==> config.mk <==
export PLATFORM = sky130hd
export DESIGN_NAME = configurable_io_ports
export DESIGN_NICKNAME = d
export VERILOG_FILES = /design/src/rtl/configurable_io_ports.v /design/src/rtl/port_timing.v
export VERILOG_INCLUDE_DIRS = /design/src /design/src/rtl
export SDC_FILE = /design/constraint.sdc
export NUM_CORES = 2
export LEC_CHECK = 0
export ABC_AREA = 1
export BUFFER_PORTS_ARGS = -buffer_cell sky130_fd_sc_hd__clkbuf_2
export CAP_MARGIN = 10
export CORE_MARGIN = 3
export CORE_UTILIZATION = 35
export CTS_BUF_LIST = sky130_fd_sc_hd__clkbuf_16
export DETAILED_ROUTE_END_ITERATION = 7
export PLACE_DENSITY_LB_ADDON = 0.1
export RECOVER_POWER = 25
export SLEW_MARGIN = 20
export SYNTH_ARGS = -nofsm -noshare
export SYNTH_HDL_FRONTEND = slang
export SYNTH_HIERARCHICAL = 1
export SYNTH_SLANG_ARGS = --single-unit
==> constraint.sdc <==
create_clock -name aclk -period 11.8 [get_ports aclk]
set_input_delay 0.59 -clock aclk [delete_from_list [all_inputs] [get_ports aclk]]
set_output_delay 0.59 -clock aclk [all_outputs]
set_load 0.05 [all_outputs]
==> src/rtl/io_port_defs.vh <==
`ifndef IO_PORT_DEFS_VH
`define IO_PORT_DEFS_VH
// ****************************************
// Register offsets
// ****************************************
`define CTRL_OFF 8'h00
`define STATUS_OFF 8'h04
`define LOST_OFF 8'h08
`define PORT_BASE 8'h40
`define NUM_PORTS 8
// ****************************************
// Fields
// ****************************************
`define CFG_MODE_LSB 0
`define CFG_FUNC_LSB 4
`define CFG_INV_BIT 8
`define CFG_SEL_LSB 9
`define CFG_TOOL_LSB 16
`define CFG_DEB_LSB 22
`define TIM_DLY_LSB 0
`define TIM_PULSE_LSB 16
`define CTRL_COUPLE_BIT 0
`define CTRL_FCLR_BIT 1
// ****************************************
// Reset values
// ****************************************
`define CFG_RST 32'h0000_0000
`define TIM_RST 32'h0000_0000
`define COUPLE_RST 1'b1
// ****************************************
// Modes and functions
// ****************************************
`define MODE_PASSIVE 2'h0
`define MODE_INPUT 2'h1
`define MODE_OUTPUT 2'h2
`define FN_NONE 4'h0
`define FN_TRIG 4'h1
`define FN_GATE_SS 4'h2
`define FN_GATE_ON 4'h3
`define FN_GATE_OFF 4'h4
`define FN_PSEL 4'h5
`define FN_PCHG 4'h6
`define FN_RESULT 4'h8
`define FN_READY 4'h9
`define FN_PROG 4'hA
`define FN_FLASH 4'hB
`define FN_ERROR 4'hC
// ****************************************
// Timing and limits
// ****************************************
`define CLK_FREQ_HZ 25000000
`define MS_PER_SEC 1000
`define DEB_MAX 10'h3E8
`define SETTLE_MS 3'h5
`define PSEL_MAX 3'h5
// ****************************************
// Bus answers
// ****************************************
`define RESP_OKAY 2'h0
`define RESP_SLVERR 2'h2
`define RESP_DECERR 2'h3
`endif

==> src/rtl/configurable_io_ports.v <==
`timescale 1ns/100ps
`include "io_port_defs.vh"
module configurable_io_ports #(
  parameter TOOLS = 32,
  parameter CLK_PER_MS = `CLK_FREQ_HZ / `MS_PER_SEC
) (
  input wire aclk,
  input wire aresetn,
  input wire [7:0] awaddr,
  input wire awvalid,
  output reg awready,
  input wire [31:0] wdata,
  input wire [3:0] wstrb,
  input wire wvalid,
  output reg wready,
  output reg [1:0] bresp,
  output reg bvalid,
  input wire bready,
  input wire [7:0] araddr,
  input wire arvalid,
  output reg arready,
  output reg [31:0] rdata,
  output reg [1:0] rresp,
  output reg rvalid,
  input wire rready,
  input wire [7:0] io_in,
  output reg [7:0] io_out,
  output reg [7:0] io_oe_n,
  input wire check_busy,
  input wire check_done,
  input wire [TOOLS-1:0] tool_result,
  input wire [TOOLS-1:0] tool_used,
  input wire exposure,
  input wire prog_loading,
  input wire device_fault,
  output reg acq_start,
  output reg prog_load,
  output reg [5:0] prog_sel,
  output reg gate_open
);
  localparam NP = `NUM_PORTS;
  localparam CLK_LAST = CLK_PER_MS - 1;
  localparam [15:0] PS_LAST = CLK_LAST[15:0];

  // ****************************************
  // Millisecond timebase
  // ****************************************
  reg [15:0] ps;
  reg tick;
  always @(posedge aclk) begin
    if (!aresetn) begin
      ps <= 16'h0000;
      tick <= 1'b0;
    end else begin
      tick <= (ps == PS_LAST);
      ps <= (ps == PS_LAST) ? 16'h0000 : ps + 16'h0001;
    end
  end

  // ****************************************
  // Configuration store
  // ****************************************
  reg [31:0] cfg [0:NP-1];
  reg [31:0] tim [0:NP-1];
  reg couple;
  reg fault_latched;
  reg [15:0] lost_cnt;

  wire [1:0] mode [0:NP-1];
  wire [3:0] func [0:NP-1];
  wire [3:0] in_fn [0:NP-1];
  wire [3:0] out_fn [0:NP-1];
  wire [2:0] sel_idx [0:NP-1];
  wire [4:0] tool_idx [0:NP-1];
  wire inv [0:NP-1];
  wire [NP-1:0] filt;
  wire [NP-1:0] chan_out;

  reg trig_acc;
  reg ready_q;
  reg pass;

  genvar g;
  generate
    for (g = 0; g < NP; g = g + 1) begin : port
      wire is_res;
      wire is_rdy;
      wire is_prg;
      wire static_mode;
      reg rdy_arm;
      assign mode[g] = cfg[g][`CFG_MODE_LSB +: 2];
      assign func[g] = cfg[g][`CFG_FUNC_LSB +: 4];
      // Functions that do not match the mode behave as passive
      assign in_fn[g] = (mode[g] == `MODE_INPUT && !func[g][3]) ? func[g] : `FN_NONE;
      assign out_fn[g] = (mode[g] == `MODE_OUTPUT && func[g][3]) ? func[g] : `FN_NONE;
      assign sel_idx[g] = cfg[g][`CFG_SEL_LSB +: 3];
      assign tool_idx[g] = cfg[g][`CFG_TOOL_LSB +: 5];
      assign inv[g] = cfg[g][`CFG_INV_BIT];
      assign is_res = (out_fn[g] == `FN_RESULT);
      assign is_rdy = (out_fn[g] == `FN_READY);
      assign is_prg = (out_fn[g] == `FN_PROG);
      assign static_mode = (tim[g][`TIM_PULSE_LSB +: 16] == 16'h0000);
      // A port switched to ready while already ready still needs its own rise
      always @(posedge aclk) begin
        if (!aresetn) begin
          rdy_arm <= 1'b0;
        end else begin
          rdy_arm <= is_rdy & ready_q;
        end
      end
      port_timing u_tim (
        .aclk(aclk),
        .aresetn(aresetn),
        .tick(tick),
        .pin(io_in[g] & (in_fn[g] != `FN_NONE)),
        .deb(cfg[g][`CFG_DEB_LSB +: 10]),
        .delay((is_res | is_rdy | is_prg) ? tim[g][`TIM_DLY_LSB +: 16] : 16'h0000),
        .pulse(is_rdy ? 16'h0000 : tim[g][`TIM_PULSE_LSB +: 16]),
        .set(((is_res | is_prg) & check_done) | (is_rdy & ready_q & ~rdy_arm)),
        .val(is_rdy | (is_res & pass) | (is_prg & tool_result[tool_idx[g]])),
        .clr(((is_res | is_prg) & static_mode & trig_acc) | (is_rdy & ~ready_q)),
        .filt(filt[g]),
        .out(chan_out[g])
      );
    end
  endgenerate

  // ****************************************
  // Input function decode
  // ****************************************
  reg trig_lvl;
  reg gss_lvl;
  reg gon_lvl;
  reg goff_lvl;
  reg pchg_lvl;
  reg [7:0] psel_vec;
  reg [15:0] trig_dly;
  integer i;
  always @* begin
    trig_lvl = 1'b0;
    gss_lvl = 1'b0;
    gon_lvl = 1'b0;
    goff_lvl = 1'b0;
    pchg_lvl = 1'b0;
    psel_vec = 8'h00;
    trig_dly = 16'h0000;
    pass = &(tool_result | ~tool_used);
    for (i = 0; i < NP; i = i + 1) begin
      case (in_fn[i])
        `FN_TRIG: begin
          trig_lvl = filt[i] ^ inv[i];
          trig_dly = tim[i][`TIM_DLY_LSB +: 16];
        end
        `FN_GATE_SS: gss_lvl = filt[i];
        `FN_GATE_ON: gon_lvl = filt[i];
        `FN_GATE_OFF: goff_lvl = filt[i];
        `FN_PSEL: psel_vec[sel_idx[i]] = filt[i];
        `FN_PCHG: pchg_lvl = filt[i];
        default: begin
        end
      endcase
    end
  end

  // ****************************************
  // Trigger, gate and program change
  // ****************************************
  reg trig_prev;
  reg gss_prev;
  reg gon_prev;
  reg goff_prev;
  reg pchg_prev;
  reg tdly_active;
  reg [15:0] tdly_cnt;
  reg load_pend;
  reg [5:0] sel_prev;
  reg [5:0] sel_stable;
  reg [2:0] settle_cnt;
  reg lost_clr;
  reg fault_clr;
  wire trig_rise = trig_lvl & ~trig_prev;
  // A pending delay or program load also blocks triggers
  wire ready_int = ~check_busy & ~prog_loading & ~tdly_active & ~load_pend & ~acq_start;

  always @(posedge aclk) begin
    if (!aresetn) begin
      trig_prev <= 1'b0;
      gss_prev <= 1'b0;
      gon_prev <= 1'b0;
      goff_prev <= 1'b0;
      pchg_prev <= 1'b0;
      tdly_active <= 1'b0;
      tdly_cnt <= 16'h0000;
      acq_start <= 1'b0;
      trig_acc <= 1'b0;
      lost_cnt <= 16'h0000;
      gate_open <= 1'b0;
      load_pend <= 1'b0;
      prog_load <= 1'b0;
      prog_sel <= 6'h00;
      sel_prev <= 6'h00;
      sel_stable <= 6'h00;
      settle_cnt <= 3'h0;
      ready_q <= 1'b0;
      fault_latched <= 1'b0;
    end else begin
      trig_prev <= trig_lvl;
      gss_prev <= gss_lvl;
      gon_prev <= gon_lvl;
      goff_prev <= goff_lvl;
      pchg_prev <= pchg_lvl;
      ready_q <= ready_int;
      acq_start <= 1'b0;
      trig_acc <= 1'b0;
      prog_load <= 1'b0;
      if (trig_rise && ready_int) begin
        trig_acc <= 1'b1;
        if (trig_dly == 16'h0000) begin
          acq_start <= 1'b1;
        end else begin
          tdly_active <= 1'b1;
          tdly_cnt <= 16'h0000;
        end
      end else if (tdly_active && tick) begin
        if (tdly_cnt + 16'h0001 >= trig_dly) begin
          tdly_active <= 1'b0;
          acq_start <= 1'b1;
        end else begin
          tdly_cnt <= tdly_cnt + 16'h0001;
        end
      end
      // Lost triggers saturate; a clear in the same cycle keeps the new event
      if (trig_rise && !ready_int) begin
        lost_cnt <= lost_clr ? 16'h0001 : lost_cnt + {15'h0000, lost_cnt != 16'hFFFF};
      end else if (lost_clr) begin
        lost_cnt <= 16'h0000;
      end
      if ((gss_lvl && !gss_prev) || (gon_lvl && !gon_prev)) begin
        gate_open <= 1'b1;
      end else if ((!gss_lvl && gss_prev) || (goff_lvl && !goff_prev)) begin
        gate_open <= 1'b0;
      end
      // Selection must sit still 5 ms past its own debounce before use
      if (psel_vec[5:0] != sel_prev) begin
        sel_prev <= psel_vec[5:0];
        settle_cnt <= 3'h0;
      end else if (settle_cnt == `SETTLE_MS) begin
        sel_stable <= sel_prev;
      end else if (tick) begin
        settle_cnt <= settle_cnt + 3'h1;
      end
      if (pchg_lvl && !pchg_prev) begin
        load_pend <= 1'b1;
      end else if (load_pend && !check_busy && !prog_loading) begin
        load_pend <= 1'b0;
        prog_load <= 1'b1;
        prog_sel <= sel_stable;
      end
      fault_latched <= device_fault | fault_latched;
      if (fault_clr && !device_fault) begin
        fault_latched <= 1'b0;
      end
    end
  end

  // ****************************************
  // Pin drivers
  // ****************************************
  integer k;
  always @(posedge aclk) begin
    if (!aresetn) begin
      io_out <= 8'h00;
      io_oe_n <= 8'hFF;
    end else begin
      for (k = 0; k < NP; k = k + 1) begin
        io_oe_n[k] <= (out_fn[k] == `FN_NONE);
        case (out_fn[k])
          // Flash stays live even when the process outputs are decoupled
          `FN_FLASH: io_out[k] <= exposure ^ inv[k];
          `FN_ERROR: io_out[k] <= couple & (fault_latched ^ inv[k]);
          `FN_RESULT, `FN_READY, `FN_PROG: io_out[k] <= couple & (chan_out[k] ^ inv[k]);
          default: io_out[k] <= 1'b0;
        endcase
      end
    end
  end

  // ****************************************
  // AXI4-Lite slave
  // ****************************************
  reg aw_held;
  reg w_held;
  reg [7:0] aw_q;
  reg [31:0] wd_q;
  reg [3:0] ws_q;
  wire [7:0] w_rel = aw_q - `PORT_BASE;
  wire w_port_hit = (aw_q >= `PORT_BASE) && (w_rel[7:6] == 2'b00) && (aw_q[1:0] == 2'b00);
  wire [2:0] w_port = w_rel[5:3];
  wire [7:0] r_rel = araddr - `PORT_BASE;
  wire r_port_hit = (araddr >= `PORT_BASE) && (r_rel[7:6] == 2'b00) && (araddr[1:0] == 2'b00);

  function [31:0] merge;
    input [31:0] old;
    input [31:0] nw;
    input [3:0] strb;
    integer b;
    begin
      for (b = 0; b < 4; b = b + 1) begin
        merge[b*8 +: 8] = strb[b] ? nw[b*8 +: 8] : old[b*8 +: 8];
      end
    end
  endfunction

  // Check a new port setting against the other ports
  reg [31:0] nv;
  reg [31:0] ov;
  reg [7:0] used_psel;
  reg used_trig;
  reg used_pchg;
  reg cfg_ok;
  integer j;
  always @* begin
    used_psel = 8'h00;
    used_trig = 1'b0;
    used_pchg = 1'b0;
    ov = cfg[w_port];
    nv = merge(ov, wd_q, ws_q);
    if (nv[`CFG_DEB_LSB +: 10] > `DEB_MAX) begin
      nv[`CFG_DEB_LSB +: 10] = `DEB_MAX;
    end
    for (j = 0; j < NP; j = j + 1) begin
      if (j != w_port && in_fn[j] == `FN_TRIG) used_trig = 1'b1;
      if (j != w_port && in_fn[j] == `FN_PCHG) used_pchg = 1'b1;
      if (j != w_port && in_fn[j] == `FN_PSEL) used_psel[sel_idx[j]] = 1'b1;
    end
    cfg_ok = 1'b1;
    if (nv[`CFG_MODE_LSB +: 2] == `MODE_INPUT) begin
      case (nv[`CFG_FUNC_LSB +: 4])
        `FN_TRIG: if (used_trig) cfg_ok = 1'b0;
        `FN_PCHG: if (used_pchg || !used_psel[0]) cfg_ok = 1'b0;
        `FN_PSEL: begin
          if (nv[`CFG_SEL_LSB +: 3] > `PSEL_MAX || used_psel[nv[`CFG_SEL_LSB +: 3]]) begin
            cfg_ok = 1'b0;
          end
          if (nv[`CFG_SEL_LSB +: 3] != 3'h0 && !used_psel[nv[`CFG_SEL_LSB +: 3] - 3'h1]) begin
            cfg_ok = 1'b0;
          end
        end
        default: begin
        end
      endcase
    end
    if (in_fn[w_port] == `FN_PSEL && (in_fn[w_port] != nv[`CFG_FUNC_LSB +: 4]
        || nv[`CFG_MODE_LSB +: 2] != `MODE_INPUT
        || sel_idx[w_port] != nv[`CFG_SEL_LSB +: 3])) begin
      if (used_psel[sel_idx[w_port] + 3'h1] || (sel_idx[w_port] == 3'h0 && used_pchg)) begin
        cfg_ok = 1'b0;
      end
    end
  end

  integer p;
  always @(posedge aclk) begin
    if (!aresetn) begin
      awready <= 1'b1;
      wready <= 1'b1;
      bvalid <= 1'b0;
      bresp <= `RESP_OKAY;
      aw_held <= 1'b0;
      w_held <= 1'b0;
      aw_q <= 8'h00;
      wd_q <= 32'h0000_0000;
      ws_q <= 4'h0;
      couple <= `COUPLE_RST;
      fault_clr <= 1'b0;
      lost_clr <= 1'b0;
      for (p = 0; p < NP; p = p + 1) begin
        cfg[p] <= `CFG_RST;
        tim[p] <= `TIM_RST;
      end
    end else begin
      fault_clr <= 1'b0;
      lost_clr <= 1'b0;
      if (awvalid && awready) begin
        aw_q <= awaddr;
        awready <= 1'b0;
        aw_held <= 1'b1;
      end
      if (wvalid && wready) begin
        wd_q <= wdata;
        ws_q <= wstrb;
        wready <= 1'b0;
        w_held <= 1'b1;
      end
      if (aw_held && w_held && !bvalid) begin
        aw_held <= 1'b0;
        w_held <= 1'b0;
        bvalid <= 1'b1;
        bresp <= `RESP_OKAY;
        if (aw_q == `CTRL_OFF) begin
          if (ws_q[0]) begin
            couple <= wd_q[`CTRL_COUPLE_BIT];
            fault_clr <= wd_q[`CTRL_FCLR_BIT];
          end
        end else if (aw_q == `LOST_OFF) begin
          lost_clr <= 1'b1;
        end else if (aw_q == `STATUS_OFF) begin
          bresp <= `RESP_OKAY;
        end else if (w_port_hit && !aw_q[2]) begin
          if (cfg_ok) begin
            cfg[w_port] <= nv;
          end else begin
            bresp <= `RESP_SLVERR;
          end
        end else if (w_port_hit) begin
          tim[w_port] <= merge(tim[w_port], wd_q, ws_q);
        end else begin
          bresp <= `RESP_DECERR;
        end
      end
      if (bvalid && bready) begin
        bvalid <= 1'b0;
        awready <= 1'b1;
        wready <= 1'b1;
      end
    end
  end

  always @(posedge aclk) begin
    if (!aresetn) begin
      arready <= 1'b1;
      rvalid <= 1'b0;
      rdata <= 32'h0000_0000;
      rresp <= `RESP_OKAY;
    end else if (arvalid && arready) begin
      arready <= 1'b0;
      rvalid <= 1'b1;
      rresp <= `RESP_OKAY;
      rdata <= 32'h0000_0000;
      if (araddr == `CTRL_OFF) begin
        rdata <= {31'h0000_0000, couple};
      end else if (araddr == `STATUS_OFF) begin
        rdata <= {filt, 10'h000, prog_sel, 4'h0, fault_latched, load_pend, gate_open, ready_q};
      end else if (araddr == `LOST_OFF) begin
        rdata <= {16'h0000, lost_cnt};
      end else if (r_port_hit) begin
        rdata <= araddr[2] ? tim[r_rel[5:3]] : cfg[r_rel[5:3]];
      end else begin
        rresp <= `RESP_DECERR;
      end
    end else if (rvalid && rready) begin
      rvalid <= 1'b0;
      arready <= 1'b1;
    end
  end
endmodule

==> src/rtl/port_timing.v <==
`timescale 1ns/100ps
// ****************************************
// Per-port debounce and output timing
// ****************************************
module port_timing (
  input wire aclk,
  input wire aresetn,
  input wire tick,
  input wire pin,
  input wire [9:0] deb,
  input wire [15:0] delay,
  input wire [15:0] pulse,
  input wire set,
  input wire val,
  input wire clr,
  output reg filt,
  output reg out
);
  localparam [2:0] ST_IDLE = 3'h1;
  localparam [2:0] ST_DLY = 3'h2;
  localparam [2:0] ST_ON = 3'h4;

  reg [9:0] dcnt;
  reg [15:0] tcnt;
  reg [2:0] state;
  reg pend;

  // Glitches spanning fewer than deb ticks never reach filt
  always @(posedge aclk) begin
    if (!aresetn) begin
      dcnt <= 10'h000;
      filt <= 1'b0;
    end else if (pin == filt) begin
      dcnt <= 10'h000;
    end else if (dcnt >= deb) begin
      filt <= pin;
      dcnt <= 10'h000;
    end else if (tick) begin
      dcnt <= dcnt + 10'h001;
    end
  end

  // Pulse of zero keeps the value until clr
  always @(posedge aclk) begin
    if (!aresetn) begin
      tcnt <= 16'h0000;
      state <= ST_IDLE;
      pend <= 1'b0;
      out <= 1'b0;
    end else if (set) begin
      pend <= val;
      tcnt <= 16'h0000;
      if (delay == 16'h0000) begin
        out <= val;
        state <= (val && pulse != 16'h0000) ? ST_ON : ST_IDLE;
      end else begin
        state <= ST_DLY;
      end
    end else if (clr) begin
      out <= 1'b0;
      state <= ST_IDLE;
    end else if (tick) begin
      case (state)
        ST_DLY: begin
          if (tcnt + 16'h0001 >= delay) begin
            out <= pend;
            tcnt <= 16'h0000;
            state <= (pend && pulse != 16'h0000) ? ST_ON : ST_IDLE;
          end else begin
            tcnt <= tcnt + 16'h0001;
          end
        end
        ST_ON: begin
          if (tcnt + 16'h0001 >= pulse) begin
            out <= 1'b0;
            state <= ST_IDLE;
          end else begin
            tcnt <= tcnt + 16'h0001;
          end
        end
        default: begin
          state <= ST_IDLE;
        end
      endcase
    end
  end
endmodule

==> results.cfg <==
[outcome]
status = finished with violations
violations = max-capacitance violations, max-slew violations

[routing]
post_drt_wl_per_cell_um = 26.0
drt_iter0_drc = 8157
post-route-drc-count = 0
avgViaCountPerCell = 5.56
finalWirelength_um = 315000
drtAntennaViolNets = 0
firstDrtPassIters = 8
vias = 67200

[yosys]
syn_nets = 9930
synth_top_family_by_area = simple AND/OR/NAND/NOR gates
synth_commonest_cells = 1552 x nand2_1, 1368 x nor2_1, 1309 x inv_1
synth_top_area_frac = 0.227
syn_avg_cell_area_um2 = 7.20
ys_seq_area_frac = 0.360
yosys-mux-area-fraction = 0.00118
synth_xor_area_frac = 0.0291
ys_seq_elements = 964
synth_ff_type = edfxtp_1
synth_compound_area_frac = 0.162
yosysWarnings = 6
synthTopCellsByArea = edfxtp_1 23%, dfxtp_1 13%, nand2_1 8.6%
yosysTopAreaCell = edfxtp_1
synth_adder_area_share = 0.0699
synth-simple-area-share = 0.271
synth_edf_count = 512
yosysMostFrequentCell = nand2_1
ys_types = 71
syn_area_mm2 = 0.0678
syn-instance-count = 9415
synthArstFlopShare = 0

[cts]
cts_htree_levels = 3
cts_made_buffers = 118
clkTransAtPathRegs_ns = 0.06
clk_latency_ns = 0.81
root_buffer = clkbuf_16
cts_max_path_buffers = 3
clock_sinks = 964
tritoncts = built

[setup_path]
cpMostUsedCell = clkbuf_1
rr_startpoint = aw_q[4]
worst-r2r-setup-slack_ns = 5.82
critical-path-max-stage-delay_ns = 1.82
cp_slowest_cell = clkbuf_1
crit_family = buffers and inverters
reg2reg_depth = 17
cp-start-kind = input pin
crit_chain = clkbuf_1, clkbuf_1, clkbuf_1, inv_1, nor2_1, inv_1, a21oi_1
required_ns = 12.51
r2r_end = cfg[4][8]
path_max_fanout = 35
end_kind = flip-flop
cp.buffers_inverters = 5
crit_type = input pin to flip-flop
crit_arrival_ns = 8.02

[place]
dpl-instance-area_mm2 = 0.0709
place_congestion = 1.02
dp_hpwl_um = 241000
portBuffers = 201

[min_path]
hp-class = input pin to flip-flop
min_from = bready
holdPathEnd = wready
hold_depth = 3

[floorplanning]
coreArea_mm2 = 0.191
fp.dieW_um = 446
ios = 202
dieArea_mm2 = 0.199
num_rows = 160
dieHeight_um = 446
start_util = 0.354

[pwr]
p_total_mw = 8.79
power_density_mw_per_mm2 = 117
ir_worst_vdd_v = 0.000133
power.leakage_nw = 30.9

[sta]
clock_skew_ns = 0.0435
worst_pin_slew_ns = 3.70
slew_violations = 313
setup-tns-final_ns = 0
fin_crit_sh = 0.620
final_hold_viol_count = 0
min_period_ns = 7.31
holdWs_ns = 0.0524
fmax_mhz = 137
setup_violations = 0
relSlewSlack = -1.46
rsz0062_at_grt = false

[finish]
area_growth_pct = 10.5
final_net_count = 9978
fillers = 20300
final_area_mm2 = 0.0749
drive_above_1_share = 0.0899

[global_route]
grt_max_degree = 100
grt_overflow = 0
track_usage = 0.305
grt_pass1_wl_um = 443000
grt_pass1_vias = 62400
antenna_found_initial = 13

[run]
cap_violations = 9
[per-stage QoR]
step	utilization	setup WS, ns	cells
floorplan	-	7.81	9415
global placement	0.371	5.89	11900
detailed placement	0.371	5.89	11900
CTS	0.392	5.88	12100
global route	0.392	4.49	12100
finish	0.392	4.49	12100
[layer usage]
| layer | GRT usage | vias to the layer above | wire length [um] |
|---|---|---|---|
| met4 | 0.184 | 4 | 22300 |
| li1 | - | 31400 | - |
| met1 | 0.388 | 31900 | 127000 |
| met2 | 0.486 | 3123 | 141000 |
| met3 | 0.0504 | 715 | 24800 |
| met5 | 0 | - | 22 |
[placed cells by master, fill, tap and decap left out, types with 83 or more instances in the layout]
cell and count:
a21oi_1 857, a21oi_2 88, buf_4 83, clkbuf_16 121
clkbuf_2 131, clkinv_1 84, dfxtp_1 451, edfxtp_1 512
ha_1 379, inv_1 1326, nand2_1 1543, nand3_1 514
nand3_2 88, nand4_1 172, nor2_1 1365, nor3_1 110
o21ai_0 675, xor2_1 166
[registers in the layout, summed over array words and instances, names as in the netlist, 16 cells and up]
name              flops
ps                   16
port.u_tim/state     24
cfg                 256
tim                 256
wd_q                 32
port.u_tim/dcnt      80
tdly_cnt             16
lost_cnt             16
rdata                32
port.u_tim/tcnt     128
[cells by family (layout without fill, tap and decap cells)]
family | after synthesis | after routing
XOR/XNOR | 214 | 214
buffers and inverters | 1802 | 1955
AND/OR/NAND/NOR | 4095 | 4095
flip-flops | 964 | 964
other | 0 | 6
AO/OA/AOI/OAI | 1953 | 1953
multiplexers | 8 | 8
adder cells (fa/ha/maj) | 379 | 379
[what timing repair did]
| action | 4_1_cts | 5_1_grt |
|---|---|---|
| hold endpoints to repair | 1 | 0 |
| gates resized for setup | 0 | 0 |
| buffers inserted | 0 | 0 |
| hold buffers | 1 | 0 |
[how the worst max path moves through the flow]
stage	slack [ns]	depth (start not counted)	end	start
2_1_floorplan	7.81	21	cfg[0][0]	aw_q[3]
3_3_place_gp	5.89	19	cfg[4][6]	aw_q[4]
3_5_place_dp	5.89	17	cfg[4][6]	aw_q[4]
4_1_cts	5.88	17	cfg[4][8]	aw_q[4]
5_1_grt	4.49	7	lost_cnt[1]	aresetn
6_report	4.49	7	port[2].u_tim/tcnt[6]	aresetn
[where the power goes]
| part | switching (mW) | internal (mW) |
|---|---|---|
| Combinational | 0.896 | 0.243 |
| Sequential | 0.102 | 3.61 |
| Clock | 1.67 | 2.27 |
[worst register-to-register path, stage by stage (launching register included)]
cell and delay, ns:
dfxtp_1 0.58, nand2_2 0.16, inv_2 0.44, buf_4 0.48
a21oi_1 0.13, nand3_1 0.12, nand2_2 0.14, nand2_1 0.11
nand2_1 0.28, inv_2 0.40, ha_1 0.22, ha_1 0.24
nand3b_1 0.18, nand2_1 0.08, nand2_1 0.10, nand2_4 0.22
nand4_4 0.60, nand2_2 1.12
[layout make-up]
type | instances | area [um^2] | area share
repair buffers | 296 | 1600 | 0.0214
diodes | 6 | 15.0 | 0.000200
multi-input cells | 6649 | 36200 | 0.483
well taps | 2511 | 3140 | 0.0419
flip-flops and latches | 964 | 24400 | 0.326
inverters | 1434 | 5440 | 0.0726
clock buffers | 121 | 3030 | 0.0404
clock inverters | 104 | 1130 | 0.0151
(Power assumes the default switching activity.)
